<file path="src/rtcm_pkg.sv">
package rtcm_pkg;

    // register offsets
    localparam logic [7:0] ADDR_INT_CTRL = 8'h07;
    localparam logic [7:0] ADDR_STATUS = 8'h08;
    localparam logic [7:0] ADDR_INIT_COARSE = 8'h09;
    localparam logic [7:0] ADDR_INIT_FINE = 8'h0A;
    localparam logic [7:0] ADDR_BETA = 8'h0D;
    localparam logic [7:0] ADDR_FINAL_COARSE = 8'h0E;
    localparam logic [7:0] ADDR_FINAL_FINE = 8'h0F;
    localparam logic [7:0] ADDR_ALARM_FIRST = 8'h10;
    localparam logic [7:0] ADDR_ALARM_LAST = 8'h15;
    localparam int ALARM_FIELDS = 6;

    // field positions
    localparam int STAT_AUTOCLR_BIT = 7;
    localparam int STAT_ALARM_BIT = 6;
    localparam int BETA_TSE_BIT = 7;
    localparam int BETA_BATTERY_SENSE_ENABLE_BIT = 6;
    localparam int BETA_BATTERY_SENSE_RATE_BIT = 5;
    localparam int CTRL_REPEAT_BIT = 7;
    localparam int ALARM_EN_BIT = 7;

    // values after reset, and gain factor bounds
    localparam logic [4:0] BETA_PRESET = 5'h10;
    localparam logic [4:0] BETA_MIN = 5'h08;
    localparam logic [4:0] BETA_MAX = 5'h1F;
    localparam logic [5:0] INIT_COARSE_RST = 6'h20;
    localparam logic [4:0] INIT_FINE_RST = 5'h00;
    localparam logic [7:0] ALARM_RST = 8'h01;

    // timing
    localparam logic [9:0] SLOW_PERIOD_S = 10'h258;
    localparam logic [9:0] FAST_PERIOD_S = 10'h03C;
    localparam int CONV_TIME_US = 22000;
    localparam int CLK_MHZ = 250;
    localparam int CONV_CYCLES_DEF = CONV_TIME_US * CLK_MHZ;
    localparam logic [3:0] IRQ_PULSE_CYCLES = 4'h4;

    typedef logic [7:0] rtcm_byte_t;

    // lowest byte is seconds, same order as the alarm bytes
    typedef struct packed {
        rtcm_byte_t wday;
        rtcm_byte_t month;
        rtcm_byte_t date;
        rtcm_byte_t hour;
        rtcm_byte_t min;
        rtcm_byte_t sec;
    } rtcm_time_s;

    typedef enum logic [1:0] {
        CONV_IDLE,
        CONV_FIRST,
        CONV_SECOND
    } rtcm_conv_e;

endpackage

</file>
<file path="src/rtcm_alarm_cmp.sv">
`timescale 1ns/1ps
`default_nettype none
module rtcm_alarm_cmp import rtcm_pkg::*; (
    // clock and reset
    input wire logic clock,
    input wire logic sys_rst,
    // running time and alarm bytes
    input wire rtcm_time_s now,
    input wire logic [ALARM_FIELDS-1:0][7:0] alarm,
    // match event
    output logic hit
);
    logic [ALARM_FIELDS-1:0] field_ok;
    logic [ALARM_FIELDS-1:0] field_en;
    logic [8*ALARM_FIELDS-1:0] now_bits;
    logic match;
    logic match_r;

    assign now_bits = now;

    genvar i;
    generate
        for (i = 0; i < ALARM_FIELDS; i++) begin : g_field
            assign field_en[i] = alarm[i][ALARM_EN_BIT];
            assign field_ok[i] = !field_en[i] ||
                (alarm[i][6:0] == now_bits[8*i +: 7]);
        end
    endgenerate

    assign match = (&field_ok) && (|field_en);

    always_ff @(posedge clock or posedge sys_rst) begin
        if (sys_rst) begin
            match_r <= 1'b0;
        end else begin
            match_r <= match;
        end
    end

    // time advancing into the match, not lingering in it
    assign hit = match && !match_r;
endmodule
`default_nettype wire

</file>
<file path="src/rtcm_top.sv">
// Operation
// - battery sensing only when battery enable set
// - low battery blocks battery sensing
// - battery period ten minutes, or one minute
// - enable clear means no battery compensation
// - each conversion lasts about 22 ms
// - preset gain factor, software may override
// - new gain factor used from next cycle
// - coarse trim monitor read only, six bits
// - fine trim monitor read only, five bits
// - six alarm bytes, top bit enables field
// - only enabled alarm fields are compared
// - alarm triggers when time reaches match
// - single mode: flag set, pin held low
// - repeat mode: low pulse every match
// - writing zero clears flag, releases pin
// - auto clear flag on status read
// - sense enable starts two averaged conversions outside battery mode
// - sensing off uses initial trim values
`timescale 1ns/1ps
`default_nettype none
module rtcm_top import rtcm_pkg::*; #(
    parameter int CONV_CYCLES = CONV_CYCLES_DEF
) (
    // clock and reset
    input wire logic clock,
    input wire logic sys_rst,
    // register port
    input wire logic reg_wr,
    input wire logic reg_rd,
    input wire logic [7:0] reg_addr,
    input wire logic [7:0] reg_wdata,
    output logic [7:0] reg_rdata,
    // time base
    input wire rtcm_time_s now,
    input wire logic one_sec_tick,
    // supply status pins
    input wire logic battery_mode_pin,
    input wire logic vbat_low_pin,
    // sensor and compensation core
    input wire logic [9:0] temp_sample,
    input wire logic [5:0] comp_coarse,
    input wire logic [4:0] comp_fine,
    output logic sense_active,
    output logic [9:0] temp_result,
    output logic [4:0] beta_active,
    output logic [5:0] coarse_trim_setting,
    output logic [4:0] fine_trim_setting,
    // interrupt_or_freq_pin, open drain
    input wire logic freq_wave,
    output logic irq_pin_o,
    output logic irq_pin_oe
);
    logic tse_r, battery_sense_enable_r, battery_sense_rate_r, auto_clr_r, repeat_mode_r, alarm_flag_r;
    logic [4:0] beta_r;
    logic [3:0] freq_sel_r;
    logic [5:0] init_coarse_r, comp_coarse_r;
    logic [4:0] init_fine_r, comp_fine_r;
    logic [ALARM_FIELDS-1:0][7:0] alarm_r;
    logic batt_s1_r, batt_r, vlow_s1_r, vlow_r;
    rtcm_conv_e conv_state_r;
    logic [23:0] conv_cnt_r;
    logic [10:0] temp_sum_r;
    logic [9:0] sec_cnt_r;
    logic [3:0] pulse_cnt_r;
    logic [9:0] period_last;
    logic wr_beta, wr_status, rd_status, tse_start, batt_en, batt_due;
    logic conv_start, conv_end, alarm_hit, freq_on, pull_low, flag_clr;
    logic [11:0] temp_total;

    assign wr_beta = reg_wr && (reg_addr == ADDR_BETA);
    assign wr_status = reg_wr && (reg_addr == ADDR_STATUS);
    assign rd_status = reg_rd && (reg_addr == ADDR_STATUS);
    assign tse_start = wr_beta && reg_wdata[BETA_TSE_BIT] && !tse_r;

    // pins from outside the clock domain
    always_ff @(posedge clock or posedge sys_rst) begin
        if (sys_rst) begin
            batt_s1_r <= 1'b0;
            batt_r <= 1'b0;
            vlow_s1_r <= 1'b0;
            vlow_r <= 1'b0;
        end else begin
            batt_s1_r <= battery_mode_pin;
            batt_r <= batt_s1_r;
            vlow_s1_r <= vbat_low_pin;
            vlow_r <= vlow_s1_r;
        end
    end

    // writable registers
    always_ff @(posedge clock or posedge sys_rst) begin
        if (sys_rst) begin
            tse_r <= 1'b0;
            battery_sense_enable_r <= 1'b0;
            battery_sense_rate_r <= 1'b0;
            beta_r <= BETA_PRESET;
            auto_clr_r <= 1'b0;
            repeat_mode_r <= 1'b0;
            freq_sel_r <= 4'h0;
            init_coarse_r <= INIT_COARSE_RST;
            init_fine_r <= INIT_FINE_RST;
        end else if (reg_wr) begin
            case (reg_addr)
                ADDR_BETA: begin
                    tse_r <= reg_wdata[BETA_TSE_BIT];
                    battery_sense_enable_r <= reg_wdata[BETA_BATTERY_SENSE_ENABLE_BIT];
                    battery_sense_rate_r <= reg_wdata[BETA_BATTERY_SENSE_RATE_BIT];
                    beta_r <= reg_wdata[4:0];
                end
                ADDR_STATUS: auto_clr_r <= reg_wdata[STAT_AUTOCLR_BIT];
                ADDR_INT_CTRL: begin
                    repeat_mode_r <= reg_wdata[CTRL_REPEAT_BIT];
                    freq_sel_r <= reg_wdata[3:0];
                end
                ADDR_INIT_COARSE: init_coarse_r <= reg_wdata[5:0];
                ADDR_INIT_FINE: init_fine_r <= reg_wdata[4:0];
                default: ;
            endcase
        end
    end

    // alarm bytes
    genvar i;
    generate
        for (i = 0; i < ALARM_FIELDS; i++) begin : g_alarm
            always_ff @(posedge clock or posedge sys_rst) begin
                if (sys_rst) begin
                    alarm_r[i] <= ALARM_RST;
                end else if (reg_wr &&
                        reg_addr == ADDR_ALARM_FIRST + 8'(i)) begin
                    alarm_r[i] <= reg_wdata;
                end
            end
        end
    endgenerate

    // battery-mode period timer on the one-second tick
    assign batt_en = battery_sense_enable_r && !vlow_r;
    assign period_last = battery_sense_rate_r ? FAST_PERIOD_S - 10'h001
                                : SLOW_PERIOD_S - 10'h001;
    assign batt_due = batt_r && batt_en && one_sec_tick &&
        (conv_state_r == CONV_IDLE) && (sec_cnt_r >= period_last);

    always_ff @(posedge clock or posedge sys_rst) begin
        if (sys_rst) begin
            sec_cnt_r <= 10'h000;
        end else if (!batt_r || !batt_en || batt_due) begin
            sec_cnt_r <= 10'h000;
        end else if (one_sec_tick && conv_state_r == CONV_IDLE) begin
            sec_cnt_r <= sec_cnt_r + 10'h001;
        end
    end

    // conversion cycle: two conversions, then average
    assign conv_start = (conv_state_r == CONV_IDLE) &&
        ((tse_start && !batt_r) || batt_due);
    assign conv_end = (conv_state_r == CONV_SECOND) &&
        (conv_cnt_r == 24'h000000);
    assign temp_total = {1'b0, temp_sum_r} + {2'b00, temp_sample};

    always_ff @(posedge clock or posedge sys_rst) begin
        if (sys_rst) begin
            conv_state_r <= CONV_IDLE;
            conv_cnt_r <= 24'h000000;
            temp_sum_r <= 11'h000;
        end else if (batt_r && !batt_en) begin
            conv_state_r <= CONV_IDLE;
            conv_cnt_r <= 24'h000000;
        end else begin
            case (conv_state_r)
                CONV_IDLE: begin
                    if (conv_start) begin
                        conv_state_r <= CONV_FIRST;
                        conv_cnt_r <= 24'(CONV_CYCLES - 1);
                    end
                end
                CONV_FIRST: begin
                    if (conv_cnt_r == 24'h000000) begin
                        conv_state_r <= CONV_SECOND;
                        conv_cnt_r <= 24'(CONV_CYCLES - 1);
                        temp_sum_r <= {1'b0, temp_sample};
                    end else begin
                        conv_cnt_r <= conv_cnt_r - 24'h000001;
                    end
                end
                CONV_SECOND: begin
                    if (conv_end) begin
                        conv_state_r <= CONV_IDLE;
                    end else begin
                        conv_cnt_r <= conv_cnt_r - 24'h000001;
                    end
                end
                default: conv_state_r <= CONV_IDLE;
            endcase
        end
    end

    // results, gain factor and final trims
    always_ff @(posedge clock or posedge sys_rst) begin
        if (sys_rst) begin
            temp_result <= 10'h000;
            comp_coarse_r <= INIT_COARSE_RST;
            comp_fine_r <= INIT_FINE_RST;
            beta_active <= BETA_PRESET;
            coarse_trim_setting <= INIT_COARSE_RST;
            fine_trim_setting <= INIT_FINE_RST;
            sense_active <= 1'b0;
        end else begin
            if (conv_start) begin
                beta_active <= beta_r;
            end
            if (conv_end) begin
                temp_result <= temp_total[10:1];
                comp_coarse_r <= comp_coarse;
                comp_fine_r <= comp_fine;
            end
            coarse_trim_setting <= tse_r ? comp_coarse_r
                                         : init_coarse_r;
            fine_trim_setting <= tse_r ? comp_fine_r : init_fine_r;
            sense_active <= (conv_state_r != CONV_IDLE);
        end
    end

    rtcm_alarm_cmp u_cmp (
        .clock(clock),
        .sys_rst(sys_rst),
        .now(now),
        .alarm(alarm_r),
        .hit(alarm_hit)
    );

    // alarm flag: set beats a clear in the same cycle
    assign flag_clr = (wr_status && !reg_wdata[STAT_ALARM_BIT]) ||
        (rd_status && auto_clr_r);

    always_ff @(posedge clock or posedge sys_rst) begin
        if (sys_rst) begin
            alarm_flag_r <= 1'b0;
        end else if (alarm_hit) begin
            alarm_flag_r <= 1'b1;
        end else if (flag_clr) begin
            alarm_flag_r <= 1'b0;
        end
    end

    always_ff @(posedge clock or posedge sys_rst) begin
        if (sys_rst) begin
            pulse_cnt_r <= 4'h0;
        end else if (alarm_hit && repeat_mode_r) begin
            pulse_cnt_r <= IRQ_PULSE_CYCLES;
        end else if (pulse_cnt_r != 4'h0) begin
            pulse_cnt_r <= pulse_cnt_r - 4'h1;
        end
    end

    assign freq_on = (freq_sel_r != 4'h0);
    assign pull_low = freq_on ? !freq_wave
        : (repeat_mode_r ? (pulse_cnt_r != 4'h0) : alarm_flag_r);

    always_ff @(posedge clock or posedge sys_rst) begin
        if (sys_rst) begin
            irq_pin_oe <= 1'b0;
        end else begin
            irq_pin_oe <= pull_low;
        end
    end

    assign irq_pin_o = 1'b0;

    // read data, monitors with zero upper bits
    always_ff @(posedge clock or posedge sys_rst) begin
        if (sys_rst) begin
            reg_rdata <= 8'h00;
        end else if (reg_rd) begin
            if (reg_addr >= ADDR_ALARM_FIRST &&
                    reg_addr <= ADDR_ALARM_LAST) begin
                reg_rdata <= alarm_r[3'(reg_addr - ADDR_ALARM_FIRST)];
            end else begin
                case (reg_addr)
                    ADDR_BETA: reg_rdata <= {tse_r, battery_sense_enable_r, battery_sense_rate_r, beta_r};
                    ADDR_STATUS: reg_rdata <= {auto_clr_r, alarm_flag_r,
                        6'h00};
                    ADDR_INT_CTRL: reg_rdata <= {repeat_mode_r, 3'h0,
                        freq_sel_r};
                    ADDR_INIT_COARSE: reg_rdata <= {2'h0, init_coarse_r};
                    ADDR_INIT_FINE: reg_rdata <= {3'h0, init_fine_r};
                    ADDR_FINAL_COARSE: reg_rdata <= {2'h0,
                        coarse_trim_setting};
                    ADDR_FINAL_FINE: reg_rdata <= {3'h0,
                        fine_trim_setting};
                    default: reg_rdata <= 8'h00;
                endcase
            end
        end
    end
endmodule
`default_nettype wire
</file>
<file path="config.mk">
export PLATFORM = sky130hd
export DESIGN_NAME = rtcm_top
export DESIGN_NICKNAME = d
export VERILOG_FILES = /design/src/rtcm_pkg.sv /design/src/rtcm_alarm_cmp.sv /design/src/rtcm_top.sv
export SDC_FILE = /design/constraint.sdc
export NUM_CORES = 1
export LEC_CHECK = 0
export BUFFER_PORTS_ARGS = -buffer_cell sky130_fd_sc_hd__clkbuf_2
export CAP_MARGIN = 15
export CELL_PAD_IN_SITES_DETAIL_PLACEMENT = 0
export CELL_PAD_IN_SITES_GLOBAL_PLACEMENT = 1
export CORE_MARGIN = 5
export CORE_UTILIZATION = 30
export CTS_CLUSTER_DIAMETER = 200
export DETAILED_ROUTE_END_ITERATION = 10
export MAX_ROUTING_LAYER = met4
export PLACE_DENSITY = 0.62
export SLEW_MARGIN = 15
export SYNTH_ARGS = -nofsm -noshare
export SYNTH_HDL_FRONTEND = slang
export SYNTH_SLANG_ARGS = --single-unit
</file>
<file path="constraint.sdc">
create_clock -name clock -period 4.9 [get_ports clock]
set_input_delay 0.49 -clock clock [delete_from_list [all_inputs] [get_ports clock]]
set_output_delay 0.49 -clock clock [all_outputs]
set_load 0.1 [all_outputs]
</file>
==> metrics.csv, run 1 <==
stage,metric,value,unit
logic_synthesis,number of synthesized flops with an enable pin,0,
detailed_routing,initial DRC count,400,
detailed_routing,Post-DRT Antenna Nets,0,
cts,clk buf depth,2,
setup_path,Worst setup SP type,flop,
logic_synthesis,Main synth FF type,dfrtp_1,
flow_run,max-cap viol count,0,
setup_path,Reg-to-Reg End,conv_cnt_r[21],
detailed_routing,total wire length,26100,um
logic_synthesis,average size of a mapped cell,10.7,um2
logic_synthesis,post-synthesis cell area,9320,um2
setup_path,r2r startpoint,conv_cnt_r[9],
setup_path,CP cell instances,nor3_1 -> nand4_1 -> nor3_4 -> and2_1 -> buf_4 -> a211oi_1 -> o22ai_1,
cts,CTS root buf,clkbuf_16,
pwr,Int Pwr,2940,uW
layout,"Cell Count, Final, Fillers Out",1389,
timing,RSZ-0062 raised after global routing,no,
setup_path,CP Capture Type,flop,
layout,# fillers,3134,
pwr,Sw Pwr,2000,uW
detailed_routing,drt drc,0,
detailed_routing,DR WL/cell,18.8,um
detailed_routing,Vias/cell,5.09,
layout,final core occ,0.356,
setup_path,CP max stage delay,850,ps
cts,# resized after CTS,0,
grt,GRT Resource Usage Total,0.156,
logic_synthesis,Mapped Nets,988,
cts,"Clk pin slew, worst setup/hold paths",80,ps
pwr,sequential share of power,0.365,
timing,FMAX,300,MHz
logic_synthesis,register area share after synthesis,0.474,
timing,Final Cycle Share,0.680,
placed_design,Final Wtd Congestion,0.788,
floorplanning,Rows,64,
timing,Max-slew headroom,0.330,
grt,initial antenna violation count,1,
cts,H-tree levels,4,
logic_synthesis,distinct cell type count after synthesis,67,
logic_synthesis,#FFs+latches synth,176,
floorplanning,initial core utilization,0.304,
worst_hold_path,HP Class,input port to asynchronous set/reset pin,
timing,final setup vio count,0,
timing,Tmin final,3330,ps
placed_design,dpl cell area,10300,um2
timing,Slew @ Worst Pin,1000,ps
cts,CTS Sinks,176,
placed_design,DP HPWL,18900,um
timing,Final Max Tran Viols,0,
pwr,clock power share,0.285,
floorplanning,Die Ht,186,um
placed_design,Placed Cells,1356,
floorplanning,Die X,186,um
pwr,Worst VDD drop,269,uV
pwr,Lkg Pwr,0.00510,uW
layout,share of cells above drive strength 1,0.294,
setup_path,FF-to-FF setup slack,1570,ps
pwr,total power,4950,uW
cts,CTS tree,yes,
timing,Setup TNS,0,ps
timing,Hold Fails Final Rpt,0,
setup_path,Required @ worst endpoint,5240,ps
floorplanning,number of top-level pins,130,
grt,first-pass GRT wire length,41200,um
setup_path,CP max FO,24,
timing,skew final,19.3,ps
cts,clk_lat worst skew,440,ps
layout,Syn-to-layout area delta,17.1,%
logic_synthesis,Async SR Flop Fraction,1.00,
grt,largest net degree at the start of global routing,151,
detailed_routing,drt pass-1 iters,5,
cts,# hold bufs at CTS,0,
pwr,combinational cell fraction of total power,0.350,
setup_path,Setup CP Type,flop to flop,
cts,CTS buffer count,17,
logic_synthesis,Synthesis Warnings,0,
floorplanning,core region area,30700,um2
placed_design,IO Port Bufs,122,
detailed_routing,via count,7069,
run_status,status,"finished, final reports clean",
grt,grt total ovfl,0,
floorplanning,total die area,34700,um2
pwr,sw frac,0.405,
setup_path,Critical-path top delay cell,and2_1,
setup_path,CP arrival,3680,ps
cts,Setup Buffers After CTS,0,
pwr,pwr/cell area,453,nW/um2
layout,Layout Nets,1096,
logic_synthesis,Cells after Synth,871,
setup_path,Worst Reg-to-Reg Cells,7,
setup_path,crit path from,conv_cnt_r[9],
layout,design area,10900,um2
grt,vias in the first global route,7155,
==> cell families after synthesis <==
kind of cell / count (synthesis) / share of synthesized area
AOI/OAI and AO/OA: 152 / 0.114
xor gates and xnor gates: 56 / 0.0526
adders and majority gates: 24 / 0.0330
buffers and inverters: 61 / 0.0301
DFF: 176 / 0.474
muxes: 121 / 0.154
other: 1 / 0.000402
and+or+nand+nor: 280 / 0.142
==> cells in the final DEF (no fill, tap or decap), types with 17 or more instances in the layout <==
cell type    n
xnor2_1     24
nor2_1      60
a21oi_1     28
clkbuf_2   122
mux2_2     101
inv_1       17
dfrtp_1    165
xor2_1      32
nand2_1    107
ha_1        23
o21ai_0     23
nor3_1      28
clkbuf_16   17
==> cells in the mapped netlist (all sizes together) (12+ instances only) <==
master | instances | area share
dfrtp | 165 | 0.44
nand2 | 108 | 0.044
xor2 | 32 | 0.030
xnor2 | 24 | 0.023
o31ai | 13 | 0.010
nor4 | 13 | 0.0087
clkbuf | 22 | 0.0090
or3 | 12 | 0.0086
nor2 | 60 | 0.024
mux2 | 101 | 0.12
buf | 20 | 0.013
inv | 18 | 0.0072
a211oi | 13 | 0.010
nand3 | 13 | 0.0070
a21oi | 28 | 0.015
ha | 23 | 0.031
mux2i | 12 | 0.013
o21ai | 23 | 0.012
nor3 | 29 | 0.017
==> power by group through the flow <==
| stage | registers, uW | logic [uW] | clock network [uW] |
|---|---|---|---|
| 5_1_grt | 1830 | 1920 | 1510 |
| 6_report | 1800 | 1730 | 1410 |
| 3_3_place_gp | 1830 | 1730 | 0 |
| 3_5_place_dp | 1830 | 1730 | 0 |
| 4_1_cts | 1800 | 1740 | 1440 |
| 2_1_floorplan | 2130 | 1020 | 0 |
==> sequential cells by signal, indices dropped and copies added (netlist names), 6 cells and up <==
register,flops
reg_rdata,8
conv_cnt_r,24
temp_result,10
alarm_r,48
init_coarse_r,6
temp_sum_r,10
comp_coarse_r,6
coarse_trim_setting,6
sec_cnt_r,10
==> critical path, delay by kind of cell, from the launching register on <==
kind / cells / cell delay (ps)
AND/OR/NAND/NOR: 4 / 2210
buffers and inverters: 1 / 320
flip-flops: 1 / 450
AO/OA/AOI/OAI: 2 / 250
==> final cells by class <==
| type | instances | area [um2] | share of cell area |
|---|---|---|---|
| multi-input cells | 634 | 4620 | 0.424 |
| flip-flops and latches | 176 | 4420 | 0.405 |
| repair buffers | 131 | 691 | 0.0633 |
| diodes | 1 | 2.50 | 0.000229 |
| clock buffers | 18 | 439 | 0.0402 |
| well taps | 396 | 495 | 0.0454 |
| inverters | 19 | 75.1 | 0.00688 |
| clock inverters | 14 | 174 | 0.0159 |
==> worst max-delay path by stage <==
stage                          end  slack [ps]  cells after the start
floorplan             alarm_flag_r        2170                      1
global placement    conv_cnt_r[21]        1590                      7
detailed placement  conv_cnt_r[21]        1600                      7
CTS                 conv_cnt_r[21]        1580                      7
global route        conv_cnt_r[21]        1300                      7
finish              conv_cnt_r[21]        1570                      7
==> stage by stage <==
step	setup WS, ps	hold WS (ps)
after floorplan	2170	331
after global placement	1590	370
after CTS	1580	131
after global routing	1300	152
after detailed placement	1600	372
final	1570	123
==> per-layer routing <==
metal	share of wire	track usage	vias up
li1	-	-	3401
met1	0.47	0.214	3499
met2	0.46	0.235	150
met3	0.054	0.0346	19
met4	0.015	0.0443	0
met5	0	-	-
Note: power is estimated with default switching activity, not from simulation.
==> inputs of run 2 (changes only) <==
- ABC_AREA: not set -> 1
- PLACE_DENSITY: 0.62 -> 0.63
- clock period: 4.9 -> 3.3 ns (I/O delays scaled with it)
==> metrics.csv, run 2 <==
stage,metric,value,unit
run_status,status,"finished, final reports clean",
timing,Final Max Tran Viols,0,
floorplanning,initial core utilization,0.304,
detailed_routing,Post-DRT Antenna Nets,0,
timing,skew final,13.8,ps
layout,"Cell Count, Final, Fillers Out",1889,
logic_synthesis,distinct cell type count after synthesis,45,
logic_synthesis,post-synthesis cell area,9860,um2
floorplanning,number of top-level pins,130,
detailed_routing,drt drc,0,
setup_path,Required @ worst endpoint,3610,ps
layout,"most common cell after layout, fill and taps aside",nand2_1,
grt,initial antenna violation count,3,
logic_synthesis,Async SR Flop Fraction,1.00,
detailed_routing,via count,8562,
logic_synthesis,register area share after synthesis,0.448,
floorplanning,total die area,36600,um2
logic_synthesis,Cells after Synth,1309,
setup_path,Critical-path top delay cell,dfrtp_1,
grt,first-pass GRT wire length,47500,um
timing,FMAX,424,MHz
pwr,Lkg Pwr,0.00565,uW
setup_path,Setup CP Type,flop to flop,
cts,CTS Sinks,176,
timing,Final Cycle Share,0.715,
layout,max reg flops,48,
placed_design,IO Port Bufs,122,
layout,Layout Nets,1548,
setup_path,Worst setup SP type,flop,
placed_design,DP HPWL,22400,um
layout,Biggest register,alarm_r,
layout,final core occ,0.357,
grt,largest net degree at the start of global routing,81,
setup_path,CP max FO,22,
detailed_routing,Vias/cell,4.53,
cts,CTS tree,yes,
setup_path,most frequent cell on the critical path,nand2_1,
detailed_routing,total wire length,29500,um
cts,clk buf depth,2,
logic_synthesis,top-count cell post-synth,nand2_1,
cts,clk_lat worst skew,440,ps
cts,H-tree levels,4,
pwr,Worst VDD drop,354,uV
logic_synthesis,largest cells by area after synthesis,"dfrtp_1, nand2_1, o21ai_0, inv_1, nor2_1",
floorplanning,Die X,191,um
setup_path,CP cell instances,inv_1 -> ha_1 -> nand2_1 -> nand2_1 -> nand2_1 -> nand2_1 -> nand2_1 -> nand3_1 -> nand2_1 -> nand3_2 -> nand2_2 -> inv_4 -> nand2_1 -> o21ai_0,
timing,Tmin final,2360,ps
floorplanning,core region area,32500,um2
setup_path,CP max stage delay,420,ps
logic_synthesis,#FFs+latches synth,176,
timing,final setup vio count,0,
logic_synthesis,cell taking the most area after synthesis,dfrtp_1,
logic_synthesis,average size of a mapped cell,7.53,um2
grt,grt total ovfl,0,
timing,Hold Fails Final Rpt,0,
logic_synthesis,top post-synthesis cells by count,"nand2_1, dfrtp_1, inv_1, o21ai_0, nor2_1",
timing,RSZ-0062 raised after global routing,no,
timing,Max-slew headroom,0.498,
setup_path,CP arrival,2670,ps
placed_design,Final Wtd Congestion,0.837,
cts,# resized after CTS,0,
flow_run,max-cap viol count,0,
cts,CTS buffer count,17,
timing,Slew @ Worst Pin,753,ps
placed_design,Placed Cells,1851,
layout,Syn-to-layout area delta,17.7,%
layout,share of cells above drive strength 1,0.154,
cts,CTS root buf,clkbuf_16,
cts,"Clk pin slew, worst setup/hold paths",70,ps
pwr,pwr/cell area,629,nW/um2
floorplanning,Die Ht,191,um
logic_synthesis,Synthesis Warnings,0,
floorplanning,Rows,66,
detailed_routing,drt pass-1 iters,5,
worst_hold_path,HP Class,input port to flop,
detailed_routing,initial DRC count,480,
logic_synthesis,Main synth FF type,dfrtp_1,
setup_path,CP Capture Type,flop,
timing,Setup TNS,0,ps
grt,vias in the first global route,8411,
layout,# fillers,3487,
logic_synthesis,number of synthesized flops with an enable pin,0,
layout,most frequent cells in the layout,"nand2_1, dfrtp_1, inv_1, o21ai_0, clkbuf_2",
layout,biggest regs,"alarm_r (48), conv_cnt_r (24)",
logic_synthesis,top-area cell type share of the netlist area,0.419,
logic_synthesis,Mapped Nets,1426,
grt,GRT Resource Usage Total,0.171,
detailed_routing,DR WL/cell,15.6,um
-- run 2: critical path: cells and delay by family, from the launching register on --
kind	cells	cell delay [ps]
and+or+nand+nor	10	1080
DFF	1	420
adders and majority gates	1	330
buffers and inverters	2	320
AOI/OAI and AO/OA	1	80
-- run 2: cell type report --
type,instances,area (um2),share of cell area
clock buffers,20,467,0.0402
diodes,3,7.51,0.000647
repair buffers,130,703,0.0606
multi-input cells,944,4670,0.402
inverters,162,617,0.0532
clock inverters,12,170,0.0147
well taps,442,553,0.0477
flip-flops and latches,176,4420,0.381
-- run 2: final timing paths --
check                                     start             end  slack (ps)  cells after the start
setup / recovery           battery_sense_rate_r  conv_cnt_r[19]         940                     14
hold / removal                     comp_fine[2]  comp_fine_r[2]         100                      3
setup reg to reg           battery_sense_rate_r  conv_cnt_r[19]         940                     14
hold reg to reg                       batt_s1_r          batt_r         360                      0
min in group asynchronous               sys_rst   temp_sum_r[2]         420                      3
max in group asynchronous               sys_rst     alarm_r[40]        2110                      4
-- run 2: timing repair --
item	in CTS	in global routing
hold buffers	3	0
endpoints found under the setup margin	0	0
buffers inserted	0	0
hold endpoints to repair	14	0
-- run 2: logic make-up after synthesis --
family | share of synthesized area
other | 0.000380
buffers and inverters | 0.0784
adders and majority gates | 0.0312
AOI/OAI and AO/OA | 0.121
muxes | 0.0171
xor gates and xnor gates | 0.0338
and+or+nand+nor | 0.270
DFF | 0.448
-- run 2: layer usage --
metal,track usage,up-vias,part of all wire
met5,-,-,0
met1,0.234,3959,0.48
li1,-,4419,-
met4,0.0423,0,0.016
met2,0.261,159,0.45
met3,0.0380,25,0.053
-- run 2: metrics by stage --
| stage | hold slack [ps] | worst slack (ps) | cell area [um2] | total power, uW |
|---|---|---|---|---|
| finish | 97.8 | 939 | 11600 | 7300 |
| global route | 91.5 | 641 | 11600 | 7840 |
| CTS | 80.2 | 903 | 11600 | 7390 |
| detailed placement | 337 | 858 | 10900 | 5140 |
| global placement | 333 | 918 | 10900 | 5120 |
| floorplan | 331 | 726 | 9860 | 4530 |
-- run 2: report_power, final --
group / leakage [uW] / internal, uW / switching (uW)
Sequential: 0.00219 / 2440 / 243
Clock: 0.000311 / 1270 / 936
Combinational: 0.00315 / 679 / 1720
Total: 0.00565 / 4390 / 2900
